### config.mk
export PLATFORM = sky130hd
export DESIGN_NAME = data_address_generation
export DESIGN_NICKNAME = d
export VERILOG_FILES = /design/src/dag_pkg.sv /design/src/dag_ptr_step.sv /design/src/dag_file_map.sv /design/src/data_address_generation.sv
export SDC_FILE = /design/constraint.sdc
export NUM_CORES = 1
export LEC_CHECK = 0
export ABC_CLOCK_PERIOD_IN_PS = 12380
export BUFFER_PORTS_ARGS = -buffer_cell sky130_fd_sc_hd__buf_2
export CAP_MARGIN = 20
export CORE_MARGIN = 2
export CORE_UTILIZATION = 45
export DETAILED_ROUTE_END_ITERATION = 10
export GPL_ROUTABILITY_DRIVEN = 0
export PLACE_DENSITY = 0.66
export SKIP_LAST_GASP = 1
export SYNTH_ARGS = -nofsm -noshare
export SYNTH_HDL_FRONTEND = slang
export SYNTH_SLANG_ARGS = --single-unit
export TNS_END_PERCENT = 1
### constraint.sdc
create_clock -name i_clk -period 12.38 [get_ports i_clk]
set_input_delay 2.476 -clock i_clk [delete_from_list [all_inputs] [get_ports i_clk]]
set_output_delay 2.476 -clock i_clk [all_outputs]
set_load 0.005 [all_outputs]
### src/dag_pkg.sv
// Shared constants and types for the data address generation block
package dag_pkg;

	////////////////////////////////////////////////////////////////////////////////
	// Widths and counts
	localparam int ADDR_W = 12;
	localparam int BYTE_W = 8;
	localparam int HI_W   = 4;
	localparam int BANK_W = 4;
	localparam int NPTR   = 3;
	localparam int NVOP   = 5;
	localparam int PAIR_2 = 2;

	typedef logic [ADDR_W-1:0] addr_t;
	typedef logic [BYTE_W-1:0] byte_t;

	// Virtual operand kinds, one-hot
	typedef enum logic [4:0] {
		VM_PLAIN   = 5'h01,
		VM_PTR_AFTER_INCREMENT_OPERAND = 5'h02,
		VM_PTR_AFTER_DECREMENT_OPERAND = 5'h04,
		VM_PTR_BEFORE_INCREMENT_OPERAND  = 5'h08,
		VM_PTR_PLUS_WORKING_OPERAND   = 5'h10
	} vmode_t;

	// Request kinds from the decoder, one-hot
	typedef enum logic [2:0] {
		KIND_NONE = 3'h1,
		KIND_FILE = 3'h2,
		KIND_EXT  = 3'h4
	} kind_t;

	// Result of matching an address against the virtual operand locations
	typedef struct packed {
		logic       hit;
		logic [1:0] pair;
		vmode_t     mode;
	} vhit_t;

	////////////////////////////////////////////////////////////////////////////////
	// SFR map of the pointer pairs and their virtual operands
	localparam addr_t  VIRT_BASE [NPTR] = '{12'hfef, 12'hfe7, 12'hfdf};
	localparam addr_t  VOP_OFS [NVOP]   = '{12'h000, 12'h001, 12'h002, 12'h003, 12'h004};
	localparam vmode_t VOP_MODE [NVOP]  = '{VM_PLAIN, VM_PTR_AFTER_INCREMENT_OPERAND, VM_PTR_AFTER_DECREMENT_OPERAND, VM_PTR_BEFORE_INCREMENT_OPERAND, VM_PTR_PLUS_WORKING_OPERAND};
	localparam addr_t  PTR_HI_OFS       = 12'h005;
	localparam addr_t  PTR_LO_OFS       = 12'h006;
	localparam addr_t  ADDR_WORK        = 12'hfe8;
	localparam addr_t  ADDR_BANK        = 12'hfe0;
	localparam addr_t  ADDR_NONE        = 12'h000;
	localparam addr_t  ADDR_ONE         = 12'h001;

	// File field mapping
	localparam byte_t      ILO_LIMIT   = 8'h5f;
	localparam byte_t      FORCED_LOW  = 8'h60;
	localparam logic [3:0] FORCED_PAGE = 4'hf;
	localparam logic [3:0] ACCESS_PAGE = 4'h0;

	// Opcode fields of byte and bit instructions
	localparam int         OP_D_BIT   = 9;
	localparam int         OP_A_BIT   = 8;
	localparam int         OP_F_MSB   = 7;
	localparam int         OP_GRP_MSB = 15;
	localparam int         OP_GRP_LSB = 10;
	localparam logic [5:0] OP_ADD_GRP = 6'h09;

	////////////////////////////////////////////////////////////////////////////////
	// Register bus map
	localparam logic [7:0]  REG_PTR [NPTR] = '{8'h00, 8'h04, 8'h08};
	localparam logic [7:0]  REG_BANK       = 8'h0c;
	localparam logic [7:0]  REG_WORK       = 8'h10;
	localparam logic [7:0]  REG_CTRL       = 8'h14;
	localparam logic [7:0]  REG_LAST       = 8'h18;
	localparam int          CTRL_EXT_BIT   = 0;
	localparam int          LANE_LO        = 0;
	localparam int          LANE_HI        = 1;
	localparam logic [1:0]  RESP_OKAY      = 2'h0;
	localparam logic [1:0]  RESP_SLVERR    = 2'h2;
	localparam byte_t       BYTE_ZERO      = 8'h00;
	localparam logic [31:0] WORD_ZERO      = 32'h0000_0000;

endpackage : dag_pkg

### src/dag_ptr_step.sv
// Pointer stepping for the virtual operands of one pointer pair
`timescale 1ns/1ps
module dag_ptr_step
	import dag_pkg::*;
(
	input  wire addr_t  i_ptr,     // Current pointer pair value
	input  wire vmode_t i_mode,    // Virtual operand kind
	input  wire byte_t  i_work,    // Working register
	output addr_t       o_target,  // Address used by the access
	output addr_t       o_next     // Value stored back into the pair
);

	addr_t inc;
	addr_t dec;
	addr_t plus;

	// Whole-pair arithmetic, wraps in 12 bits, touches no status flag
	assign inc  = i_ptr + ADDR_ONE;
	assign dec  = i_ptr - ADDR_ONE;
	assign plus = i_ptr + {{HI_W{i_work[BYTE_W-1]}}, i_work};

	// Target and stored value per operand kind
	always_comb
	begin
		o_target = i_ptr;
		o_next   = i_ptr;
		unique case (i_mode)
			VM_PLAIN:   o_next = i_ptr;
			VM_PTR_AFTER_DECREMENT_OPERAND: o_next = dec;
			VM_PTR_AFTER_INCREMENT_OPERAND: o_next = inc;
			VM_PTR_BEFORE_INCREMENT_OPERAND:
			begin
				o_target = inc;
				o_next   = inc;
			end
			VM_PTR_PLUS_WORKING_OPERAND:   o_target = plus;
		endcase
	end

endmodule : dag_ptr_step

### src/dag_file_map.sv
// Mapping of an instruction file field onto a 12-bit data address
`timescale 1ns/1ps
module dag_file_map
	import dag_pkg::*;
(
	input  wire byte_t             i_file,  // File field of the opcode
	input  wire logic              i_a,     // Access-select bit
	input  wire logic              i_ext,   // Extended set enabled
	input  wire logic [BANK_W-1:0] i_bank,  // Bank select register
	input  wire addr_t             i_base,  // Pointer pair 2
	output addr_t                  o_ea     // First-level address
);

	// Banked, indexed, forced upper or low access bank
	always_comb
	begin
		if (i_a)
			o_ea = {i_bank, i_file};
		else if (i_ext && i_file <= ILO_LIMIT)
			o_ea = i_base + {ACCESS_PAGE, i_file};
		else if (i_file >= FORCED_LOW)
			o_ea = {FORCED_PAGE, i_file};
		else
			o_ea = {ACCESS_PAGE, i_file};
	end

endmodule : dag_file_map

### src/data_address_generation.sv
// Data address generation: pointer pairs, virtual operands and file mapping
// How it works
// - After-decrement operand: use pointer, then subtract one
// - After-increment operand: use pointer, then add one
// - Before-increment operand: add one, then use it
// - Plus-working operand: pointer plus signed working, unchanged
// - Plain operand uses pointer, leaves it unchanged
// - Steps carry or borrow across the whole pair
// - Pointer steps never touch any status flag
// - Indirect read of a virtual location returns zero
// - Indirect write of a virtual location does nothing
// - Write to own pair via operand: no step
// - Pairs are ordinary SFRs; indirect reaches other SFRs
// - Extended set enables five extra two-word instructions
// - Extended set leaves map and pairs 0,1 alone
// - Extended, a=0, file<=5Fh: pair 2 plus file
// - a=0, file>=60h: forced upper page F60h-FFFh
// - a=1: bank select register joined with file field
// - Inherent and literal instructions unaffected by extended set
// - Low access window spans pair 2 to plus 95
// - Named virtual operands keep standard indirect behaviour
// - Add opcode holds d and a above file field
// - Pair is 8-bit low plus 4 used high bits
// - Destination bit one: file, zero: working register
// - Indirect addresses ignore bank select and access bit
//
// Register access over AXI4-Lite and the placing of the registers were left to the implementer.
`timescale 1ns/1ps
module data_address_generation
	import dag_pkg::*;
(
	input  wire logic        i_clk,         // Core clock, 125 MHz
	input  wire logic        i_arst_n,      // Asynchronous reset, active low
	input  wire logic        i_acc_valid,   // Decoder presents an instruction
	input  wire kind_t       i_acc_kind,    // Instruction class
	input  wire logic [15:0] i_acc_opcode,  // First opcode word
	input  wire logic        i_acc_write,   // Instruction writes its target
	input  wire logic        i_wb_valid,    // Execute writes an SFR
	input  wire addr_t       i_wb_addr,     // Write-back address
	input  wire byte_t       i_wb_data,     // Write-back data
	output logic             o_rsp_valid,   // Answer for last instruction
	output addr_t            o_rsp_addr,    // Effective address
	output logic             o_rsp_mem,     // Access goes to data RAM
	output logic             o_rsp_local,   // Target is a local SFR
	output logic             o_rsp_null,    // Virtual target: read zero, no write
	output logic             o_rsp_we,      // Access writes its target
	output byte_t            o_rsp_data,    // Local SFR or null read data
	output logic             o_rsp_to_file, // Result goes back to file
	output logic             o_rsp_illegal, // Extended op with set disabled
	output logic             o_rsp_add,     // Opcode is add working to file
	input  wire logic        i_awvalid,     // AXI write address valid
	output logic             o_awready,     // AXI write address ready
	input  wire logic [7:0]  i_awaddr,      // AXI write address
	input  wire logic        i_wvalid,      // AXI write data valid
	output logic             o_wready,      // AXI write data ready
	input  wire logic [31:0] i_wdata,       // AXI write data
	input  wire logic [3:0]  i_wstrb,       // AXI write strobes
	output logic             o_bvalid,      // AXI write response valid
	input  wire logic        i_bready,      // AXI write response ready
	output logic [1:0]       o_bresp,       // AXI write response
	input  wire logic        i_arvalid,     // AXI read address valid
	output logic             o_arready,     // AXI read address ready
	input  wire logic [7:0]  i_araddr,      // AXI read address
	output logic             o_rvalid,      // AXI read data valid
	input  wire logic        i_rready,      // AXI read data ready
	output logic [31:0]      o_rdata,       // AXI read data
	output logic [1:0]       o_rresp        // AXI read response
);

	////////////////////////////////////////////////////////////////////////////////
	// State
	typedef struct packed {
		addr_t [NPTR-1:0]  ptr;
		logic [BANK_W-1:0] bank;
		byte_t             work;
		logic              ext_en;
		addr_t             last_ea;
		logic              rsp_valid;
		addr_t             rsp_addr;
		logic              rsp_mem, rsp_local, rsp_null, rsp_we;
		byte_t             rsp_data;
		logic              rsp_to_file, rsp_illegal, rsp_add;
		logic              awready, wready, arready, aw_got, w_got, bvalid, rvalid;
		logic [7:0]        awaddr;
		logic [31:0]       wdata;
		logic [3:0]        wstrb;
		logic [1:0]        bresp, rresp;
		logic [31:0]       rdata;
	} state_t;

	state_t      s_q;
	state_t      s_d;
	logic        op_d;
	logic        op_a;
	byte_t       op_file;
	addr_t       first_ea;
	vhit_t       vm_first;
	vhit_t       vm_second;
	addr_t       sel_ptr;
	addr_t       step_target;
	addr_t       step_next;
	logic        req_file;
	logic        ind;
	logic        own_hit;
	logic        upd_en;
	addr_t       eff_ea;
	logic        eff_null;
	logic [8:0]  loc;
	logic        axi_wr_fire;
	logic        hw_quiet;

	////////////////////////////////////////////////////////////////////////////////
	// Decoding helpers
	function automatic addr_t ptr_lo_addr(input int n);
		return VIRT_BASE[n] - PTR_LO_OFS;
	endfunction : ptr_lo_addr

	function automatic addr_t ptr_hi_addr(input int n);
		return VIRT_BASE[n] - PTR_HI_OFS;
	endfunction : ptr_hi_addr

	// Match an address against every virtual operand location
	function automatic vhit_t virt_decode(input addr_t a);
		vhit_t v;
		v = '{hit: 1'b0, pair: 2'h0, mode: VM_PLAIN};
		for (int n = 0; n < NPTR; n++)
			for (int m = 0; m < NVOP; m++)
				if (a == VIRT_BASE[n] - VOP_OFS[m])
					v = '{hit: 1'b1, pair: 2'(n), mode: VOP_MODE[m]};
		return v;
	endfunction : virt_decode

	// Local SFR read: hit flag above the byte
	function automatic logic [8:0] local_read(input addr_t a);
		logic [8:0] r;
		r = {1'b0, BYTE_ZERO};
		for (int n = 0; n < NPTR; n++)
		begin
			if (a == ptr_lo_addr(n))
				r = {1'b1, s_q.ptr[n][BYTE_W-1:0]};
			if (a == ptr_hi_addr(n))
				r = {1'b1, {(BYTE_W-HI_W){1'b0}}, s_q.ptr[n][ADDR_W-1:BYTE_W]};
		end
		if (a == ADDR_WORK)
			r = {1'b1, s_q.work};
		if (a == ADDR_BANK)
			r = {1'b1, {(BYTE_W-BANK_W){1'b0}}, s_q.bank};
		return r;
	endfunction : local_read

	// Local SFR write from the execute stage
	function automatic state_t local_write(input state_t s, input addr_t a, input byte_t d);
		state_t r;
		r = s;
		for (int n = 0; n < NPTR; n++)
		begin
			if (a == ptr_lo_addr(n))
				r.ptr[n][BYTE_W-1:0] = d;
			if (a == ptr_hi_addr(n))
				r.ptr[n][ADDR_W-1:BYTE_W] = d[HI_W-1:0];
		end
		if (a == ADDR_WORK)
			r.work = d;
		if (a == ADDR_BANK)
			r.bank = d[BANK_W-1:0];
		return r;
	endfunction : local_write

	// Register bus address decode
	function automatic logic reg_mapped(input logic [7:0] a);
		logic hit;
		hit = (a == REG_BANK) || (a == REG_WORK) || (a == REG_CTRL) || (a == REG_LAST);
		for (int n = 0; n < NPTR; n++)
			hit = hit || (a == REG_PTR[n]);
		return hit;
	endfunction : reg_mapped

	// Register bus write with byte lanes
	function automatic state_t axi_write(input state_t s);
		state_t r;
		r = s;
		r.bresp = reg_mapped(s.awaddr) ? RESP_OKAY : RESP_SLVERR;
		for (int n = 0; n < NPTR; n++)
			if (s.awaddr == REG_PTR[n])
			begin
				if (s.wstrb[LANE_LO])
					r.ptr[n][BYTE_W-1:0] = s.wdata[BYTE_W-1:0];
				if (s.wstrb[LANE_HI])
					r.ptr[n][ADDR_W-1:BYTE_W] = s.wdata[ADDR_W-1:BYTE_W];
			end
		if (s.awaddr == REG_BANK && s.wstrb[LANE_LO])
			r.bank = s.wdata[BANK_W-1:0];
		if (s.awaddr == REG_WORK && s.wstrb[LANE_LO])
			r.work = s.wdata[BYTE_W-1:0];
		if (s.awaddr == REG_CTRL && s.wstrb[LANE_LO])
			r.ext_en = s.wdata[CTRL_EXT_BIT];
		return r;
	endfunction : axi_write

	// Register bus read: response above the data word
	function automatic logic [33:0] axi_read(input logic [7:0] a);
		logic [33:0] r;
		r = {reg_mapped(a) ? RESP_OKAY : RESP_SLVERR, WORD_ZERO};
		for (int n = 0; n < NPTR; n++)
			if (a == REG_PTR[n])
				r = {RESP_OKAY, 32'(s_q.ptr[n])};
		if (a == REG_BANK)
			r = {RESP_OKAY, 32'(s_q.bank)};
		if (a == REG_WORK)
			r = {RESP_OKAY, 32'(s_q.work)};
		if (a == REG_CTRL)
			r = {RESP_OKAY, 32'(s_q.ext_en)};
		if (a == REG_LAST)
			r = {RESP_OKAY, 32'(s_q.last_ea)};
		return r;
	endfunction : axi_read

	////////////////////////////////////////////////////////////////////////////////
	// Address path
	assign op_d    = i_acc_opcode[OP_D_BIT];
	assign op_a    = i_acc_opcode[OP_A_BIT];
	assign op_file = i_acc_opcode[OP_F_MSB:0];

	dag_file_map u_file_map (
		.i_file (op_file),
		.i_a    (op_a),
		.i_ext  (s_q.ext_en),
		.i_bank (s_q.bank),
		.i_base (s_q.ptr[PAIR_2]),
		.o_ea   (first_ea)
	);

	// Any reach of a virtual location stays an ordinary indirect access
	assign vm_first = virt_decode(first_ea);
	assign sel_ptr  = vm_first.hit ? s_q.ptr[vm_first.pair] : s_q.ptr[0];

	dag_ptr_step u_ptr_step (
		.i_ptr    (sel_ptr),
		.i_mode   (vm_first.mode),
		.i_work   (s_q.work),
		.o_target (step_target),
		.o_next   (step_next)
	);

	// Second level, own-pair write and update enables
	assign vm_second   = virt_decode(step_target);
	assign req_file    = i_acc_valid && (i_acc_kind == KIND_FILE);
	assign ind         = req_file && vm_first.hit;
	assign own_hit     = i_acc_write && (step_target == ptr_lo_addr(vm_first.pair) ||
	                     step_target == ptr_hi_addr(vm_first.pair));
	assign upd_en      = ind && !own_hit;
	assign eff_ea      = vm_first.hit ? step_target : first_ea;
	assign eff_null    = vm_first.hit && vm_second.hit;
	assign axi_wr_fire = s_q.aw_got && s_q.w_got && !s_q.bvalid;
	assign hw_quiet    = !i_wb_valid && !axi_wr_fire;

	// Local SFR lookup; a process so that a register change alone re-evaluates it
	always_comb
	begin
		loc = local_read(eff_ea);
	end

	////////////////////////////////////////////////////////////////////////////////
	// Next state: pointer step, then write-back, then register bus
	always_comb
	begin
		s_d = s_q;
		if (upd_en)
			s_d.ptr[vm_first.pair] = step_next;
		if (i_wb_valid)
			s_d = local_write(s_d, i_wb_addr, i_wb_data);
		s_d.rsp_valid   = i_acc_valid;
		s_d.rsp_addr    = req_file ? eff_ea : ADDR_NONE;
		s_d.rsp_null    = req_file && eff_null;
		s_d.rsp_local   = req_file && !eff_null && loc[BYTE_W];
		s_d.rsp_mem     = req_file && !eff_null && !loc[BYTE_W];
		s_d.rsp_we      = req_file && !eff_null && i_acc_write;
		s_d.rsp_data    = (req_file && !eff_null) ? loc[BYTE_W-1:0] : BYTE_ZERO;
		s_d.rsp_to_file = req_file && op_d;
		s_d.rsp_add     = req_file && i_acc_opcode[OP_GRP_MSB:OP_GRP_LSB] == OP_ADD_GRP;
		s_d.rsp_illegal = i_acc_valid && i_acc_kind == KIND_EXT && !s_q.ext_en;
		if (req_file)
			s_d.last_ea = eff_ea;
		if (i_awvalid && s_q.awready)
		begin
			s_d.aw_got = 1'b1;
			s_d.awaddr = i_awaddr;
		end
		if (i_wvalid && s_q.wready)
		begin
			s_d.w_got = 1'b1;
			s_d.wdata = i_wdata;
			s_d.wstrb = i_wstrb;
		end
		if (s_q.bvalid && i_bready)
			s_d.bvalid = 1'b0;
		if (axi_wr_fire)
		begin
			s_d        = axi_write(s_d);
			s_d.bvalid = 1'b1;
			s_d.aw_got = 1'b0;
			s_d.w_got  = 1'b0;
		end
		s_d.awready = !s_d.aw_got && !s_d.bvalid;
		s_d.wready  = !s_d.w_got && !s_d.bvalid;
		if (i_arvalid && s_q.arready)
		begin
			s_d.rvalid             = 1'b1;
			{s_d.rresp, s_d.rdata} = axi_read(i_araddr);
		end
		else if (s_q.rvalid && i_rready)
			s_d.rvalid = 1'b0;
		s_d.arready = !s_d.rvalid;
	end

	// State register
	always_ff @(posedge i_clk or negedge i_arst_n)
	begin
		if (!i_arst_n)
			s_q <= '0;
		else
			s_q <= s_d;
	end

	////////////////////////////////////////////////////////////////////////////////
	// Outputs straight from the state register
	assign o_rsp_valid   = s_q.rsp_valid;
	assign o_rsp_addr    = s_q.rsp_addr;
	assign o_rsp_mem     = s_q.rsp_mem;
	assign o_rsp_local   = s_q.rsp_local;
	assign o_rsp_null    = s_q.rsp_null;
	assign o_rsp_we      = s_q.rsp_we;
	assign o_rsp_data    = s_q.rsp_data;
	assign o_rsp_to_file = s_q.rsp_to_file;
	assign o_rsp_illegal = s_q.rsp_illegal;
	assign o_rsp_add     = s_q.rsp_add;
	assign o_awready     = s_q.awready;
	assign o_wready      = s_q.wready;
	assign o_bvalid      = s_q.bvalid;
	assign o_bresp       = s_q.bresp;
	assign o_arready     = s_q.arready;
	assign o_rvalid      = s_q.rvalid;
	assign o_rdata       = s_q.rdata;
	assign o_rresp       = s_q.rresp;
endmodule : data_address_generation

==> flow_summary.toml <==
[run_status]
run_status = "finished, final reports clean"

[final_layout]
ff_latch_area_um2 = 3300
syn_to_final_growth_pct = 10.9
fin_area_um2 = 11800
fin_nets = 1422
fillers = 2206
num_antenna_cells = 0
stdcell_count = 1630
layout-drive-gt1-share_pct = 18.1
multi_input_area_um2 = 6560

[critical_path]
crit_slowest_cell = "nor3_2"
crit_family = "compound AO/OA/AOI/OAI gates"
cp-start-kind = "primary input"
arrival_ps = 10300
worstSetupPathType = "primary input to register"
critPathRequiredTime_ps = 12630
cp-end-kind = "register"
ff2ff_setup_slack_ps = 3780
path_buf_inv = 3
critical_path_peak_fanout = 23
max_stage_delay_ps = 740

[synth]
netlist_top_cells_area = "dfrtp_1, mux2i_1, buf_4"
syn-mean-instance-area_um2 = 8.61
synth_edf_count = 0
yosys.area.top_type = "dfrtp_1"
ys_async_sr_fraction_pct = 100
synth.yosys.seq_area_share_pct = 31.1
synth_common_cells = "dfrtp_1, nor2_1, nand2_1"
synth_area_um2 = 10600
synth_ff_type = "dfrtp_1"
yosys_warnings = 0
ys_ff_latch = 132
syn_inst = 1235
yosysMostFrequentCell = "dfrtp_1"
synth_cell_types = 95
yosys.area.top_type_share_pct = 31.1

[global_route]
grt_remaining_overflow = 0
grt_max_degree = 82
grt_pass1_wl_um = 55300
grt_antenna_before_repair = 0
gr-max-usage-layer = "met2"
grt_pass1_vias = 9741
grtUsageMet3_pct = 6.60
grt_use_met1_pct = 38.8
use_met2_pct = 43.7
grt_use_total_pct = 29.0

[floorplanning]
die-height_um = 158
start_util_pct = 45.6
die_area_um2 = 24900
fp-row-count = 56
ios = 170
dieWidth_um = 158
core_um2 = 23300

[hold_path]
min_path_type = "register to register"

[clock_network]
holdBufCountCts = 0
cts_resized = 0
post_cts_buffers = 0
cts_buffers = 17
cts-root-buf = "clkbuf_16"
htree_levels = 4
clock-sinks = 132
ctsLongestPathBuffers = 2
insertion_delay_ps = 420
cts_tree = "yes"
path_clk_slew_ps = 60

[placed_design]
io_buffers = 125
post-place-cells = 1597
placedInstanceArea_um2 = 11100
dp_hpwl_um = 27700

[timing]
setup-violations-final = 0
final_max_slew_viol_count = 0
max_freq_mhz = 99.5
max_slew_margin_pct = 23.8
fin_crit_sh_pct = 81.2
setup_tns_ps = 0
hold_viol = 0
rsz0062_at_grt = "false"
tightestPinTransition_ps = 1130
fin_crit_ps = 10050
finalClockSkew_ps = 9.58

[detailed_routing]
drc = 0
viasPerCell = 6.41
num_vias = 10445
firstDrtPassIters = 6
ant_nets = 0
routed_wl_um = 36300
wl_per_cell_um = 22.3
first_iter_violations = 1320

[power_and_ir_drop]
vdd_ir_drop_max_uv = 98.1
power_mw = 1.74
power.leakage_nw = 5.04
p_per_area_nw_per_um2 = 147

[job]
max_cap_violations = 0
## metal layers
| metal | wire length (µm) | vias to the layer above |
|---|---|---|
| met3 | 3880 | 134 |
| li1 | - | 4738 |
| met1 | 14900 | 4886 |
| met2 | 15600 | 687 |
| met5 | 0 | - |
| met4 | 1850 | 0 |
## power breakdown
part           internal (mW)  total, mW  switching, mW
Clock                  0.352      0.549          0.196
Combinational          0.207      0.530          0.323
Sequential             0.525      0.658          0.133
Total                   1.08       1.74          0.652
## area by class of cell
class	count	area share (%)
clock buffer	20	3.87
clock inverter	12	1.62
timing repair buffer	137	6.10
tap	319	3.38
multi-input combinational	966	55.6
inverter	44	1.40
sequential	132	28.0
## state kept, by name, indices dropped and copies added (netlist names)
signal         flops
o_bvalid           1
o_rsp_to_file      1
o_rsp_illegal      1
o_rdata           12
o_arready          1
o_wready           1
o_rsp_local        1
o_rsp_data         8
o_rsp_mem          1
s_q               85
o_rsp_add          1
o_awready          1
o_rvalid           1
o_rsp_addr        12
o_bresp            1
o_rsp_we           1
o_rsp_valid        1
o_rsp_null         1
o_rresp            1
## per-stage QoR
stage / hold WS, ps / setup slack (ps) / utilization [%]
after global routing: 491 / 1710 / 50.5
after global placement: 453 / 2070 / 47.7
after CTS: 468 / 2530 / 50.5
after detailed placement: 462 / 2090 / 47.7
after floorplan: 436 / 4080 / -
final: 473 / 2330 / 50.5
## kinds of logic (layout without fill, tap and decap cells)
group | count (synthesis) | count (layout) | share of synthesized area (%)
flip-flops | 132 | 132 | 31.1
multiplexers | 91 | 91 | 9.33
XOR/XNOR | 26 | 26 | 2.14
buffers and inverters | 158 | 213 | 8.03
AO/OA/AOI/OAI | 389 | 389 | 26.5
adder cells (fa/ha/maj) | 23 | 23 | 2.85
AND/OR/NAND/NOR | 415 | 415 | 20.1
other | 1 | 22 | 0.0353
## worst paths after layout
path                       cells past startpoint             from            end
max reg2reg                                   26         s_q[164]  o_rsp_data[3]
min in group asynchronous                      1         i_arst_n        s_q[78]
max in group asynchronous                      2         i_arst_n  o_rsp_data[7]
max                                           27  i_acc_opcode[0]  o_rsp_data[3]
min reg2reg                                    1          s_q[82]       o_wready
min                                            1          s_q[82]       o_wready
## layout by cell type (no fill, tap or decap), types with 15 or more instances in the layout
master     synthesis  layout
a211oi_1          16      16
a21o_1            27      27
a21oi_1           80      80
a221oi_1          21      21
and3_1            17      17
buf_2              8     124
clkbuf_16          0      17
conb_1             1      22
dfrtp_1          132     132
ha_1              21      21
inv_1             42      42
mux2_2            25      25
mux2i_1           62      62
nand2_1           96      96
nand3_1           42      42
nor2_1           111     111
nor3_1            45      45
nor4_1            15      15
o211ai_1          19      19
o21ai_0           54      54
o22ai_1           18      18
xnor2_1           20      20
No activity file was read; power rests on OpenSTA's default activity.
